<file path="src/pkg/led_seq_regs.svh">
// Constants of the sequential bypass switch controller
//
// Notes on behaviour
// - While enable is low every bypass switch stays open, all LEDs lit.
// - Enable is pulled low at power-up until the charge pump regulates.
// - Switch sequencing starts when enable rises.
// - Host may hold enable low indefinitely; switches stay open throughout.
// - Enable is a wired-AND open-drain net shared by several controllers.
// - Open and short LED detection is disabled while enable is low.
// - Fault flag is pulled low while any LED or thermal fault persists.
// - A switch off lights its LEDs; a switch on shunts them dark.
// - The six switches form two groups of three.
// - Chaining line is open-drain, shared by all controllers.
// - One more switch changes per step; end state held until enable goes low.
// - Direction 0 closes from top switch; direction 1 starts closed, opens.
// - Position N waits N chain pulses; releases chain line when done.
`ifndef LED_SEQ_REGS_SVH
`define LED_SEQ_REGS_SVH

// Clock rate and step period
`define SEQ_CLK_MHZ       100
`define SEQ_STEP_TIME_US  2000
`define SEQ_STEP_CYCLES   (`SEQ_STEP_TIME_US * `SEQ_CLK_MHZ)
`define SEQ_STEP_CNT_W    20

// Switch layout
`define SEQ_SWITCHES      6
`define SEQ_GROUP_SIZE    3
`define SEQ_LAST_STEP     3'h6

// Strap fields and their reset values
`define SEQ_DIR_BIT       3
`define SEQ_POS_W         4
`define SEQ_DIR_RST       1'b0
`define SEQ_POS_RST       4'h0

`endif

</file>
<file path="src/pkg/led_seq_pkg.sv">
// Types shared by the sequence controller and its switch bank
`include "led_seq_regs.svh"

package led_seq_pkg;

    // Controller states, one-hot
    typedef enum logic [4:0] {
        ST_POWERUP = 5'b00001,
        ST_IDLE    = 5'b00010,
        ST_WAIT    = 5'b00100,
        ST_RUN     = 5'b01000,
        ST_DONE    = 5'b10000
    } seq_state_e;

    typedef logic [`SEQ_SWITCHES-1:0] switch_vec_t;
    typedef logic [2:0]               step_t;
    typedef logic [`SEQ_POS_W-1:0]    pos_t;

endpackage

</file>
<file path="src/pkg/switch_drive_if.sv">
// Carrier between the sequence controller and the bypass switch bank
`timescale 1ns/100ps

interface switch_drive_if;
    logic                      active;    // Enabled and waiting, sequencing or done
    logic                      dir_up;    // Start closed, open one by one
    led_seq_pkg::step_t        step_idx;  // Steps completed so far
    led_seq_pkg::switch_vec_t  bypass_on; // 1 = switch on, LEDs shunted

    modport ctrl (
        output active,
        output dir_up,
        output step_idx,
        input  bypass_on
    );

    modport bank (
        input  active,
        input  dir_up,
        input  step_idx,
        output bypass_on
    );
endinterface

</file>
<file path="src/hdl/bypass_switch_bank.sv">
// Registered gate commands for the six bypass switches
`timescale 1ns/100ps
`include "led_seq_regs.svh"

module bypass_switch_bank (
    input  wire logic     core_clk_i,
    input  wire logic     reset_n_i,
    switch_drive_if.bank  sw
);

    // Switch i+1 belongs to group i/3; the top switch changes first
    genvar i;
    generate
        for (i = 0; i < `SEQ_SWITCHES; i++) begin : g_sw
            localparam led_seq_pkg::step_t ORDER =
                led_seq_pkg::step_t'(`SEQ_SWITCHES - 1 - i);
            logic changed;
            assign changed = (sw.step_idx > ORDER);
            // On shunts its LEDs, off lights them
            always_ff @(posedge core_clk_i or negedge reset_n_i) begin
                if (!reset_n_i) begin
                    sw.bypass_on[i] <= 1'b0;
                end else if (!sw.active) begin
                    sw.bypass_on[i] <= 1'b0;
                end else begin
                    sw.bypass_on[i] <= sw.dir_up ^ changed;
                end
            end
        end
    endgenerate
endmodule

</file>
<file path="src/hdl/led_sequence_enable_fault_ctrl.sv">
// Enable, chaining, fault flag and step control of the LED bypass sequencer
`timescale 1ns/100ps
`include "led_seq_regs.svh"

module led_sequence_enable_fault_ctrl #(
    parameter int STEP_CYCLES = `SEQ_STEP_CYCLES
) (
    input  wire logic        core_clk_i,
    input  wire logic        reset_n_i,
    input  wire logic        pump_ok_i,
    input  wire logic [3:0]  threshold_direction_cfg_i,
    input  wire logic [3:0]  chain_position_cfg_i,
    input  wire logic        enable_i,
    output      logic        enable_o,
    output      logic        enable_oe_o,
    input  wire logic        sync_i,
    output      logic        sync_o,
    output      logic        sync_oe_o,
    input  wire logic        thermal_shdn_i,
    input  wire logic [5:0]  open_led_i,
    input  wire logic [5:0]  short_led_i,
    output      logic        fault_flag_n_o,
    output      logic        fault_flag_n_oe_o,
    output      logic [5:0]  bypass_on_o
);

    localparam int CNT_W = `SEQ_STEP_CNT_W;
    localparam int PIN_W = 24;

    led_seq_pkg::seq_state_e   state;
    led_seq_pkg::seq_state_e   next_state;
    logic [PIN_W-1:0]          pin_meta;
    logic [PIN_W-1:0]          pin_sync;
    logic                      en_s;
    logic                      en_d;
    logic                      en_rise;
    logic                      chain_s;
    logic                      chain_d;
    logic                      chain_rise;
    logic                      pump_s;
    logic                      therm_s;
    logic [5:0]                open_s;
    logic [5:0]                short_s;
    logic [3:0]                dir_cfg_s;
    logic [3:0]                pos_cfg_s;
    logic                      dir_up;
    led_seq_pkg::pos_t         position;
    led_seq_pkg::pos_t         pulse_cnt;
    logic [CNT_W-1:0]          step_cnt;
    logic                      step_tick;
    led_seq_pkg::step_t        step_idx;
    logic                      fault_now;

    switch_drive_if sw ();

    // Two-stage synchroniser for every pin input
    always_ff @(posedge core_clk_i or negedge reset_n_i) begin
        if (!reset_n_i) begin
            pin_meta <= '0;
            pin_sync <= '0;
        end else begin
            pin_meta <= {chain_position_cfg_i, threshold_direction_cfg_i,
                         short_led_i, open_led_i, thermal_shdn_i,
                         pump_ok_i, sync_i, enable_i};
            pin_sync <= pin_meta;
        end
    end

    // Unpack synchronised pins; enable is the wired-AND level of the net
    assign en_s      = pin_sync[0];
    assign chain_s   = pin_sync[1];
    assign pump_s    = pin_sync[2];
    assign therm_s   = pin_sync[3];
    assign open_s    = pin_sync[9:4];
    assign short_s   = pin_sync[15:10];
    assign dir_cfg_s = pin_sync[19:16];
    assign pos_cfg_s = pin_sync[23:20];

    // Edge history of enable and chaining line
    always_ff @(posedge core_clk_i or negedge reset_n_i) begin
        if (!reset_n_i) begin
            en_d    <= 1'b0;
            chain_d <= 1'b0;
        end else begin
            en_d    <= en_s;
            chain_d <= chain_s;
        end
    end

    assign en_rise    = en_s && !en_d;
    assign chain_rise = chain_s && !chain_d;

    // Straps are sampled only while powering up
    always_ff @(posedge core_clk_i or negedge reset_n_i) begin
        if (!reset_n_i) begin
            dir_up   <= `SEQ_DIR_RST;
            position <= `SEQ_POS_RST;
        end else if (state == led_seq_pkg::ST_POWERUP) begin
            dir_up   <= dir_cfg_s[`SEQ_DIR_BIT];
            position <= pos_cfg_s;
        end
    end

    // Next state of the sequence controller
    always_comb begin
        next_state = state;
        case (state)
            led_seq_pkg::ST_POWERUP: begin
                if (pump_s) begin
                    next_state = led_seq_pkg::ST_IDLE;
                end
            end
            led_seq_pkg::ST_IDLE: begin
                if (en_rise) begin
                    if (position == 4'h0) begin
                        next_state = led_seq_pkg::ST_RUN;
                    end else begin
                        next_state = led_seq_pkg::ST_WAIT;
                    end
                end
            end
            led_seq_pkg::ST_WAIT: begin
                if (!en_s) begin
                    next_state = led_seq_pkg::ST_IDLE;
                end else if (chain_rise &&
                             pulse_cnt == position - 4'h1) begin
                    next_state = led_seq_pkg::ST_RUN;
                end
            end
            led_seq_pkg::ST_RUN: begin
                if (!en_s) begin
                    next_state = led_seq_pkg::ST_IDLE;
                end else if (step_tick &&
                             step_idx == `SEQ_LAST_STEP - 3'h1) begin
                    next_state = led_seq_pkg::ST_DONE;
                end
            end
            led_seq_pkg::ST_DONE: begin
                if (!en_s) begin
                    next_state = led_seq_pkg::ST_IDLE;
                end
            end
            default: begin
                next_state = led_seq_pkg::ST_POWERUP;
            end
        endcase
    end

    // State register
    always_ff @(posedge core_clk_i or negedge reset_n_i) begin
        if (!reset_n_i) begin
            state <= led_seq_pkg::ST_POWERUP;
        end else begin
            state <= next_state;
        end
    end

    // Counts chain pulses while waiting for this device's turn
    always_ff @(posedge core_clk_i or negedge reset_n_i) begin
        if (!reset_n_i) begin
            pulse_cnt <= '0;
        end else if (state != led_seq_pkg::ST_WAIT) begin
            pulse_cnt <= '0;
        end else if (chain_rise) begin
            pulse_cnt <= pulse_cnt + 4'h1;
        end
    end

    // Step period timer, runs only while sequencing
    always_ff @(posedge core_clk_i or negedge reset_n_i) begin
        if (!reset_n_i) begin
            step_cnt <= '0;
        end else if (state != led_seq_pkg::ST_RUN || step_tick) begin
            step_cnt <= '0;
        end else begin
            step_cnt <= step_cnt + 1'b1;
        end
    end

    assign step_tick = (state == led_seq_pkg::ST_RUN) &&
                       (step_cnt == CNT_W'(STEP_CYCLES - 1));

    // One more switch changes at the end of each step; held when done
    always_ff @(posedge core_clk_i or negedge reset_n_i) begin
        if (!reset_n_i) begin
            step_idx <= '0;
        end else if (state != led_seq_pkg::ST_RUN &&
                     state != led_seq_pkg::ST_DONE) begin
            step_idx <= '0;
        end else if (step_tick) begin
            step_idx <= step_idx + 3'h1;
        end
    end

    // Switch bank drive; inactive means every switch open
    assign sw.active   = (state == led_seq_pkg::ST_WAIT) ||
                         (state == led_seq_pkg::ST_RUN)  ||
                         (state == led_seq_pkg::ST_DONE);
    assign sw.dir_up   = dir_up;
    assign sw.step_idx = step_idx;

    bypass_switch_bank u_bank (
        .core_clk_i (core_clk_i),
        .reset_n_i  (reset_n_i),
        .sw         (sw.bank)
    );

    assign bypass_on_o = sw.bypass_on;

    // LED faults count only while enabled; thermal always counts
    assign fault_now = therm_s || (en_s && |(open_s | short_s));

    // Open-drain pulls: enable at power-up, chain while running, fault
    always_ff @(posedge core_clk_i or negedge reset_n_i) begin
        if (!reset_n_i) begin
            enable_oe_o       <= 1'b1;
            sync_oe_o         <= 1'b0;
            fault_flag_n_oe_o <= 1'b0;
        end else begin
            enable_oe_o       <= next_state == led_seq_pkg::ST_POWERUP;
            sync_oe_o         <= next_state == led_seq_pkg::ST_RUN;
            fault_flag_n_oe_o <= fault_now;
        end
    end

    // Open-drain pins only ever drive low
    always_ff @(posedge core_clk_i or negedge reset_n_i) begin
        if (!reset_n_i) begin
            enable_o       <= 1'b0;
            sync_o         <= 1'b0;
            fault_flag_n_o <= 1'b0;
        end else begin
            enable_o       <= 1'b0;
            sync_o         <= 1'b0;
            fault_flag_n_o <= 1'b0;
        end
    end
endmodule

</file>
<file path="config.mk">
export PLATFORM = sky130hd
export DESIGN_NAME = led_sequence_enable_fault_ctrl
export DESIGN_NICKNAME = d
export VERILOG_FILES = /design/src/pkg/led_seq_pkg.sv /design/src/pkg/switch_drive_if.sv /design/src/hdl/bypass_switch_bank.sv /design/src/hdl/led_sequence_enable_fault_ctrl.sv
export VERILOG_INCLUDE_DIRS = /design/src /design/src/pkg
export SDC_FILE = /design/constraint.sdc
export NUM_CORES = 1
export LEC_CHECK = 0
export ABC_AREA = 0
export BUFFER_PORTS_ARGS = -buffer_cell sky130_fd_sc_hd__buf_2
export CORE_AREA = 4 4 115 117
export DETAILED_ROUTE_END_ITERATION = 12
export DIE_AREA = 0 0 119 121
export RECOVER_POWER = 50
export SLEW_MARGIN = 15
export SYNTH_ARGS = -nofsm -noshare
export SYNTH_HDL_FRONTEND = slang
export SYNTH_HIERARCHICAL = 1
export SYNTH_SLANG_ARGS = --single-unit
</file>
<file path="constraint.sdc">
create_clock -name core_clk_i -period 3.35 [get_ports core_clk_i]
set_input_delay 0.1675 -clock core_clk_i [delete_from_list [all_inputs] [get_ports core_clk_i]]
set_output_delay 0.1675 -clock core_clk_i [all_outputs]
set_load 0.005 [all_outputs]
</file>
Word-level counts from Yosys, hierarchy flattened:

Index checks and enable logic that the tools add are counted.

* flip-flop bits (word level): 96
* logic and storage cells: 86
* input bits: 26
* output and inout port bits: 12

* bitwise gates (word level): 7
* equal/unequal tests: 13
* $add $sub $neg: 4
* multiplexer cells: 20
* magnitude comparators: 6
* reduce and logical (&&, ||, !) cells: 17

Operators by type and width (number)
* 2-to-1 mux 5 bit: 7
* case mux 5 bit (5 select lines): 1
* adder 20 x 1 -> 20 bit (second input constant): 1
* == test 20 x 18 -> 1 bit (second input constant): 1
* 2-to-1 mux 20 bit: 1
* 2-to-1 mux 4 bit: 3
* == test 5 x 1 -> 1 bit (second input constant): 2
* == test 5 x 4 -> 1 bit (second input constant): 2
* logical AND 1 bit: 7
* greater-than comparator 3 x 1 -> 1 bit (second input constant): 2
* greater-than comparator 3 x 2 -> 1 bit (second input constant): 2
* greater-than comparator 3 bit (second input constant): 2
* 2-to-1 mux 1 bit: 6
* 2-to-1 mux 3 bit: 2
* bitwise OR 6 bit: 1
* OR reduction 6 bit: 1
* bitwise XOR 1 bit: 6
* == test 5 x 2 -> 1 bit (second input constant): 1
* == test 5 x 3 -> 1 bit (second input constant): 1
* == test 5 bit (second input constant): 1
* != test 5 x 3 -> 1 bit (second input constant): 1
* != test 5 x 4 -> 1 bit (second input constant): 1
* != test 5 bit (second input constant): 1
* adder 4 x 1 -> 4 bit (second input constant): 1
* other kinds (8): 13

Logic depth before layout (Yosys ltp):

Gate-level depths: netlist of the first run.

* word-level depth: 7
* gate-level depth with buffers: 6
* depth with buffers taken out: 6

Hierarchy:

Netlist of the first run, hierarchy kept.

Modules (own cells, without submodules)
* led_sequence_enable_fault_ctrl: area each 3338.2 um^2, seq. area each 2104.5 um^2, cells each 263, times used 1
* bypass_switch_bank: area each 262.8 um^2, seq. area each 150.1 um^2, cells each 22, times used 1

Least setup slack after synthesis of the first run:

OpenSTA, ideal clock, no wires.

* kind: flip-flop to flip-flop
* start point: reg state[2]
* end point: reg dir_up
* path buffers: 2
* required time: 3.225 ns
* arrival: 1.621 ns
* slack: 1.604 ns
* cell stages (with the launch flop): 6
* library setup time: 0.125 ns
* clock period less this slack: 1.746 ns
* cells stage by stage: dfrtp_1 buf_6 or2_1 or4b_1 buf_6 mux2_4

* word-level cells in the longest chain between the ends: 1

RTL lines
* start: declaration: RTL line led_sequence_enable_fault_ctrl.sv:30 `led_seq_pkg::seq_state_e state;`
* start signal: assignment: RTL line led_sequence_enable_fault_ctrl.sv:152 `state <= led_seq_pkg::ST_POWERUP;`
* start signal: assignment: RTL line led_sequence_enable_fault_ctrl.sv:154 `state <= next_state;`
* == test 5 x 1 -> 1 bit: RTL line led_sequence_enable_fault_ctrl.sv:98 `end else if (state == led_seq_pkg::ST_POWERUP) begin`
* end signal: assignment: RTL line led_sequence_enable_fault_ctrl.sv:96 `` dir_up <= `SEQ_DIR_RST; ``
* end signal: assignment: RTL line led_sequence_enable_fault_ctrl.sv:99 `` dir_up <= dir_cfg_s[`SEQ_DIR_BIT]; ``
* end: declaration: RTL line led_sequence_enable_fault_ctrl.sv:46 `logic dir_up;`

No other way between the ends.
A chain may end at the register's enable or synchronous reset.

Worst setup path after layout of the first run:

* start point: reg step_cnt[2]
* end point: reg step_cnt[10]

* word-level cells in the longest chain between the ends: 4
* elaborated cells between the ends (all ways): 5
* those cells by class: add/sub (1); eq/ne (1); mux (1); reduce/logical (2)

RTL lines
* start: declaration: RTL line led_sequence_enable_fault_ctrl.sv:49 `logic [CNT_W-1:0] step_cnt;`
* start signal: assignment: RTL line led_sequence_enable_fault_ctrl.sv:176 `step_cnt <= step_cnt + 1'b1;`
* parallel branches: the longest is 3 deep, another holds adder 20 x 1 -> 20 bit
* 2-to-1 mux 20 bit *: RTL line led_sequence_enable_fault_ctrl.sv:173 `end else if (state != led_seq_pkg::ST_RUN || step_tick) begin`

Every way passes the cells marked *.

==> flow_results.org, run 1 <==
** Clocking
- Clock tree synthesis found a total of 90 sinks.
- Clock latency on the worst-skew pair, taken at its later pin, is 340 ps.
- TritonCTS clock tree :: done
- Maximum root-to-sink buffer count :: 2
- Clock-pin slew was measured on the worst setup and hold paths at 70 ps.
- The root buffer cell chosen for the clock tree is clkbuf_16.
- Deepest level of the CTS H-tree :: 3
- Cts bufs inserted :: 9

** Global routing
- Pin count of the biggest net entering global routing :: 63
- The first global-routing pass estimated 10400 um of wire.
- The number of antenna violations at the first check in global routing was 0.
- Vias in the first global route :: 2250
- GRT Util Overall :: 8.95%
- Residual overflow from global routing :: 0

** Final layout
- Layout overhead on the synthesized area :: 23.0%
- In the final layout, the share of cells above drive strength 1 is 17.6%.
- Diodes inserted :: 0
- Summing all flip-flop and latch instances after layout gives 0.00225 mm^2.
- Area of the multi-input gates :: 0.00125 mm^2
- For this run, the share of the core covered by cells in the final layout is 35.8%.
- Net total in the final layout :: 372
- The filler cells instantiated in the layout total 1194.
- For this run, the number of standard cells in the final layout without fillers is 518.

** STA
- Adding up every negative setup slack in the final design gives 0 ps.
- Final worst-path setup slack :: 1170 ps
- Setup violations remaining at the end of the flow were counted as 0.
- Clock skew on the completed layout was measured at 6.05 ps.
- In the finished design, the share of the clock period the worst path needs comes to 65.2%.
- Fmax :: 0.458 GHz
- The total count of hold-check failures in the final report came to 0.
- In this run the tightest slew margin relative to its limit is 0.460%.
- Transition time at the pin with the least slew margin :: 1490 ps
- Final period demand of the worst path :: 2180 ps
- Final Slew Violations :: 0
- Unrepaired setup endpoints after global routing :: no

** Yosys
- Synthesis inferred 90 register bits.
- Largest area contributor in the synthesized netlist :: dfrtp_1
- The most used flip-flop cell after synthesis is dfrtp_1.
- Netlist area before placement :: 0.00360 mm^2
- Async set-reset flop share out of synthesis :: 100%
- Share of Yosys cell area claimed by the top area cell type :: 61.2%
- Ranking of synthesized cells by area :: dfrtp_1 61%, xor2_1 4.4%, nor2_1 2.3%
- Sequential cell area fraction in the yosys report :: 62.6%
- Total of warnings raised by yosys :: 6
- Avg Inst Size Synth :: 12.6 um^2
- Unique cell type count in the Yosys netlist :: 53
- Synthesis handed over a netlist of 285 instances.
- EDFF count, synth :: 0

** Critical path
- STA classifies the critical path startpoint as a flip-flop.
- Category of the most critical setup path :: flip-flop to flip-flop
- Cells along the critical path :: and4_1 -> nand4_2 -> o21ai_2 -> nor2_1
- Critical path fanouts, max :: 19
- Critical path endpoint category :: flip-flop
- In this design, the stage delay of the slowest critical-path cell is 720 ps.
- Worst reg2reg path depth :: 4
- Critical path's slowest cell :: o21ai_2
- At the worst endpoint, the arrival time is 2380 ps.
- At the worst endpoint, the required time is 3540 ps.

** Routing
- Met1 wire length :: 2730 um
- Post-DR vias/cell :: 4.35
- In the final routed layout, each cell accounts on average for 11.6 um.
- Count of routing violations after the opening detailed-route iteration :: 115
- Post-route DRC violation count :: 0
- Wire segments on met3 add up to 292 um in the final route.
- Wires add up to 6010 um.
- Once detail routing completed, the nets flagged for antenna violations numbered 0.
- Vias :: 2254
- Wire length on met2 :: 2900 um
- For this run, the detailed router's first-pass iteration total came to 4.
- Top sig layer :: met4

** Run
- The tool flagged a number of max-cap violations equal to 1.

** Pwr
- IR analysis of the VDD net gives a maximum drop of 0.285 mV.
- The share of total power dissipated in the clock network is 38.5%.
- Combinational logic burns 13.2% of the power.
- Net switching is 26.2% of the power.
- Leakage power :: 1.94 nW
- Total power per unit cell area :: 581 mW/mm^2
- Power spent charging and discharging nets :: 0.675 mW
- Fraction of power consumed by sequential logic :: 48.3%
- Cell internal power was estimated by the tool at 1.90 mW.

** Place
- At the end of routability-driven placement, the weighted congestion stood at 0.765.
- Placed cell count :: 480
- Worst setup slack after placement :: 1180 ps
- Detailed placement finished with a half-perimeter wire length of 3990 um.
- Port buffering added 31 buffers.

** Floorplanning
- For this configuration, the core starts out at a cell density of 29.1%.
- Die height :: 121 um
- After floorplanning, the core was sized to cover 0.0124 mm^2.
- Row Count :: 41
- The floorplan step set the die width to 119 um.
- Die area :: 0.0144 mm^2
- Number of top-level pins :: 38

** Hold path
- Instance count along the most critical hold path :: 0
- The path class of the tightest hold or removal check is flip-flop to flip-flop.

** Status
- Result of the run :: complete, but fails checks
- Failing checks :: max-capacitance violations
==> logic make-up (layout without fill, tap and decap cells) <==
| family | after synthesis | in the layout | synth area share, % |
|---|---|---|---|
| AND/OR/NAND/NOR | 105 | 105 | 17.6 |
| flip-flops | 90 | 90 | 62.6 |
| AO/OA/AOI/OAI | 30 | 30 | 5.32 |
| XOR/XNOR | 25 | 25 | 6.08 |
| buffers and inverters | 18 | 77 | 2.81 |
| multiplexers | 11 | 11 | 3.75 |
| adder cells (fa/ha/maj) | 5 | 5 | 1.74 |
| other | 1 | 3 | 0.104 |
==> cell usage after synthesis (2+ instances only) <==
master and number:
dfrtp_1 88, nor2_1 22, xor2_1 18, nand2_1 13
nand3_1 12, nand4_1 9, a21oi_1 8, xnor2_1 7
inv_1 6, mux2i_1 6, o21ai_0 6, ha_1 5
mux2_4 5, nor3_1 5, o21a_1 5, or3_1 5
buf_4 4, nor4_1 4, and2_1 3, and3_1 3
and4_1 3, buf_2 3, clkbuf_1 3, nor3b_1 3
o211ai_1 3, or4_1 3, and2_2 2, buf_6 2
dfstp_2 2, nand2b_1 2, nand3b_1 2, o31ai_1 2
==> critical path, delay by kind of cell, from the launching register on <==
family | cells | cell delay (ps)
flip-flops | 1 | 420
AO/OA/AOI/OAI | 1 | 720
AND/OR/NAND/NOR | 3 | 890
==> flip-flops by register name, indices dropped and copies added (netlist names), 3 cells and up <==
name / flops
position: 4
step_idx: 3
pin_meta: 21
state: 5
pulse_cnt: 4
u_bank/sw.bypass_on: 6
step_cnt: 20
pin_sync: 21
==> final timing paths <==
| path | from | to | slack, ps |
|---|---|---|---|
| min reg2reg | pin_meta[1] | pin_sync[1] | 350 |
| min | pin_meta[1] | pin_sync[1] | 350 |
| max | step_cnt[2] | step_cnt[10] | 1170 |
| max in group asynchronous | reset_n_i | pin_sync[20] | 1630 |
| max reg2reg | step_cnt[2] | step_cnt[10] | 1170 |
| min in group asynchronous | reset_n_i | pulse_cnt[1] | 730 |
==> cell usage in the layout, fill, tap and decap left out, types with 6 or more instances in the layout <==
cell type	count
nand3_1	12
dlygate4sd3_1	22
nand2_1	13
xor2_1	18
nor2_1	22
buf_2	22
nand4_1	9
xnor2_1	7
a21oi_1	8
clkbuf_1	8
inv_1	6
clkbuf_16	9
o21ai_0	6
mux2i_1	6
dfrtp_1	88
==> repair_timing <==
item,in CTS,in global routing
setup endpoints to repair,0,0
gates resized for setup,0,0
hold endpoints to repair,80,0
hold buffers,22,0
setup buffers,0,0
==> cell type report <==
cell class | instances | area share, %
Clock buffer | 9 | 5.08
Sequential cell | 90 | 50.9
Tap cell | 172 | 4.86
Timing Repair Buffer | 55 | 8.59
Multi-Input combinational cell | 179 | 28.3
Clock inverter | 7 | 1.78
Inverter | 6 | 0.508
==> metal layers <==
metal  vias to the layer above  track usage (%)
met5                         -                0
met4                         0             4.13
met3                         7             3.03
met2                        42             14.9
met1                      1099             10.5
li1                       1106                -
==> power by group through the flow <==
stage	clock network (mW)	logic, mW	registers (mW)
finish	0.991	0.339	1.24
global route	1.07	0.379	1.26
CTS	1.03	0.348	1.24
detailed placement	0	0.326	1.26
global placement	0	0.323	1.26
floorplan	0	0.273	1.24
==> through the flow <==
stage,cell area [um^2],hold WS [ps],power [mW]
floorplan,3610,-128,1.52
global placement,3920,275,1.58
detailed placement,3920,277,1.59
CTS,4440,351,2.62
global route,4430,357,2.71
finish,4430,348,2.57
(Power assumes the default switching activity.)
==> run 2, diff against run 1 <==
ABC_AREA = 1   (was 0)
CORE_AREA = 4 4 116 118   (was 4 4 115 117)
DIE_AREA = 0 0 120 122   (was 0 0 119 121)
clock period = 1.95 ns   (was 3.35 ns; I/O delays follow)
==> run 2 against run 1 <==
Net effect:
- the flow now finishes without violations
- global-route usage is 1.6 points higher
- routed wire length increased by 12%
- non-clock buffer count up 1
- highest routed layer unchanged
==> flow_results.org, run 2 <==
** Clocking
- Cts bufs inserted :: 9
- Deepest level of the CTS H-tree :: 3
- After clock tree synthesis, the clock-pin slew on the worst setup and hold paths is 70 ps.
- Once the clock tree was built, the resizer swapped 0 gates to a different size.
- TritonCTS built the clock tree.
- Later-pin clock latency in the skew report :: 340 ps
- CTS saw 90 sinks.
- Root cell of the clock tree :: clkbuf_16
- The clock passes through at most 2 buffers.

** Yosys
- Avg Inst Size Synth :: 9.64 um^2
- Counting flops with an async set or reset pin after synthesis yields a share of 100%.
- The synthesized netlist occupies a cell area of 0.00366 mm^2.
- Counting distinct cell types in the post-synthesis netlist gives 36.
- Most frequent cell after synthesis :: dfrtp_1
- Total of warnings raised by yosys :: 6
- EDFF count, synth :: 0
- In the post-synthesis netlist, the biggest area contributors are dfrtp_1 60%, nand2_1 8.4%, inv_1 4.7%.
- In the synthesized netlist the dominant register cell turns out to be dfrtp_1.
- Synth top cells by count :: 88 x dfrtp_1, 82 x nand2_1, 46 x inv_1
- Share of Yosys cell area claimed by the top area cell type :: 60.1%
- Sequential cell area fraction in the yosys report :: 61.6%
- The largest total area in the synthesized netlist belongs to dfrtp_1.
- Synthesis produced 380 cells.
- Counting flops and latches in the post-synthesis netlist gives 90.

** Routing
- In this run the remaining antenna-violating nets after routing total 0.
- Wire length on met2 :: 3410 um
- The first detailed-routing pass ran for 4 iterations.
- Vias :: 2613
- After detailed routing, the number of remaining DRC violations is 0.
- Count of routing violations after the opening detailed-route iteration :: 96
- Met1 wire length :: 2950 um
- Post-DR wirelength/cell :: 10.9 um
- Post-DR vias/cell :: 4.21
- Top sig layer :: met4
- WL met3 :: 260 um
- The routed design has 6760 um of wire.

** Critical path
- STA puts the critical path data required time at 2180 ps.
- Critical Path Most Common Cell :: nand2_2
- Delay of the slowest critical-path stage :: 370 ps
- Crit path DAT :: 1910 ps
- The worst setup path is launched from a flip-flop.
- The critical path goes through ha_1 -> nand2_1 -> nor2_4 -> nand2_2 -> nor2_4 -> nand2_2 -> nand2_2 -> inv_2 -> o21ai_0 -> a21oi_1.
- The worst setup path is captured at a flip-flop.
- Critical path fanouts, max :: 8
- Register-to-register setup slack :: 270 ps
- On the critical path the largest part of the delay comes from simple AND/OR/NAND/NOR gates.
- Crit path from :: step_cnt[0]
- RR Endpoint :: step_cnt[9]
- The number of buffers and inverters on the critical path is 1.
- Critical path's slowest cell :: dfrtp_1
- The critical path is of the flip-flop to flip-flop type.
- Worst reg2reg path depth :: 10
- Launching point of the worst reg2reg path :: step_cnt[0]
- Critical path capture point :: step_cnt[9]
- Critical path depth :: 10

** Floorplanning
- Chip width :: 120 um
- Pin placement for this block handled 38 I/O pins.
- The floorplan has 41 rows.
- The die is 122 um tall.
- Die area :: 0.0146 mm^2
- For this configuration, the core starts out at a cell density of 29.4%.
- Placeable Area :: 0.0125 mm^2

** Final layout
- The net count of the finished layout is 475.
- Commonest cells after routing, fill and taps aside :: 88 x dfrtp_1, 82 x nand2_1, 46 x inv_1
- The finished layout holds 621 standard cells, fillers aside.
- Leading cell type in the layout, fill and taps excluded :: dfrtp_1
- Layout overhead on the synthesized area :: 23.8%
- In the final layout, the share of cells above drive strength 1 is 15.4%.
- Post-layout utilization of the core :: 36.4%
- The largest registers in the layout are pin_meta x21, pin_sync x21, step_cnt x20.
- The number of antenna diodes in the final layout is 0.

** Pwr
- VDD sags by at most 0.449 mV.
- In this run the power density over the cells is 987 mW/mm^2.
- Leakage power :: 2.16 nW

** Global routing
- Residual overflow from global routing :: 0
- Entering global routing, the biggest net connects 49 pins.
- First-pass GRT wire length :: 12300 um
- Vias in the first global route :: 2712
- Initial antenna violation count :: 0
- GRT Util Overall :: 10.6%

** STA
- Setup violations remaining at the end of the flow were counted as 0.
- The max-slew violation count came to 0.
- Hold slack final :: 176 ps
- Worst setup skew after layout :: 8.47 ps
- Final period demand of the worst path :: 1680 ps
- Transition time at the pin with the least slew margin :: 1030 ps
- The total count of hold-check failures in the final report is 0.
- In the final timing run, aggregate negative setup slack is 0 ps.
- After layout, the worst path uses 86.4% of the clock period.
- Based on the critical path, the design can be clocked at up to 0.593 GHz.
- Unrepaired setup endpoints after global routing :: no
- Headroom to the max-slew limit :: 31.4%

** Place
- Half-perimeter wire length of the detailed placement result :: 4700 um
- Placed cell count :: 583
- At the end of routability-driven placement, the weighted congestion stood at 0.829.
- Buffers placed on the I/O ports in this run total 31.

** Hold path
- HP Class :: primary input to async pin

** Run
- The tool flagged a number of max-cap violations equal to 0.

** Status
- The flow ran to the end, and the final reports show no timing, DRC or antenna violations.
## run 2: changes by cell type in the layout (fill, tap and decap cells not counted), sizes merged, moves of 6 or more
cell / before / now
buf: 24 / 31
clkbuf: 18 / 12
inv: 11 / 55
mux2i: 6 / 0
nand2: 14 / 87
nand3: 12 / 24
nor2: 22 / 51
o21ai: 8 / 14
xor2: 18 / 7
## run 2: cells by family after synthesis
kind of cell / share of synthesized area (%)
DFF: 61.6
and+or+nand+nor: 23.1
other: 0.102
AOI/OAI and AO/OA: 4.92
buffers and inverters: 6.46
xor gates and xnor gates: 2.15
adders and majority gates: 1.71
## run 2: report_power, final
part | leakage [nW] | internal [mW] | switching, mW
Sequential | 1.13 | 2.02 | 0.0940
Combinational | 0.874 | 0.246 | 0.386
Clock | 0.151 | 0.917 | 0.815
## run 2: worst min-delay path by stage
stage / from / to / cells past startpoint
global placement: reset_n_i / pin_sync[10] / 1
global route: reset_n_i / pin_sync[10] / 2
finish: reset_n_i / pin_sync[10] / 2
detailed placement: reset_n_i / pin_sync[10] / 1
CTS: reset_n_i / pin_sync[10] / 2
floorplan: reset_n_i / chain_d / 0
## run 2: cell type report
cell class	count	area (um^2)
fillers	1229	7930
inverters	51	191
multi-input cells	236	1180
well taps	172	215
clock buffers	9	225
clock inverters	7	78.8
repair buffers	56	392
flip-flops and latches	90	2250
## run 2: worst reg2reg max path, stage by stage (launching register included)
cell,delay (ps)
dfrtp_1,370
ha_1,190
nand2_1,100
nor2_4,180
nand2_2,100
nor2_4,160
nand2_2,90
nand2_2,120
inv_2,100
o21ai_0,100
a21oi_1,60
## run 2: routing by layer
metal	global-route usage [%]	vias to the layer above
li1	-	1325
met3	3.53	10
met1	12.6	1230
met4	4.58	0
met5	0	-
met2	17.6	48
## run 2: metrics by stage
step           power, mW  cell area (um^2)  worst slack (ps)
5_1_grt             4.76              4540              72.9
4_1_cts             4.56              4560               264
3_5_place_dp        2.76              4030               280
2_1_floorplan       2.59              3670               532
6_report            4.48              4540               265
3_3_place_gp        2.74              4030               328
## run 2: what timing repair did
action                    CTS  global route
hold endpoints to repair  109             0
buffers inserted            0             0
hold buffers               22             0
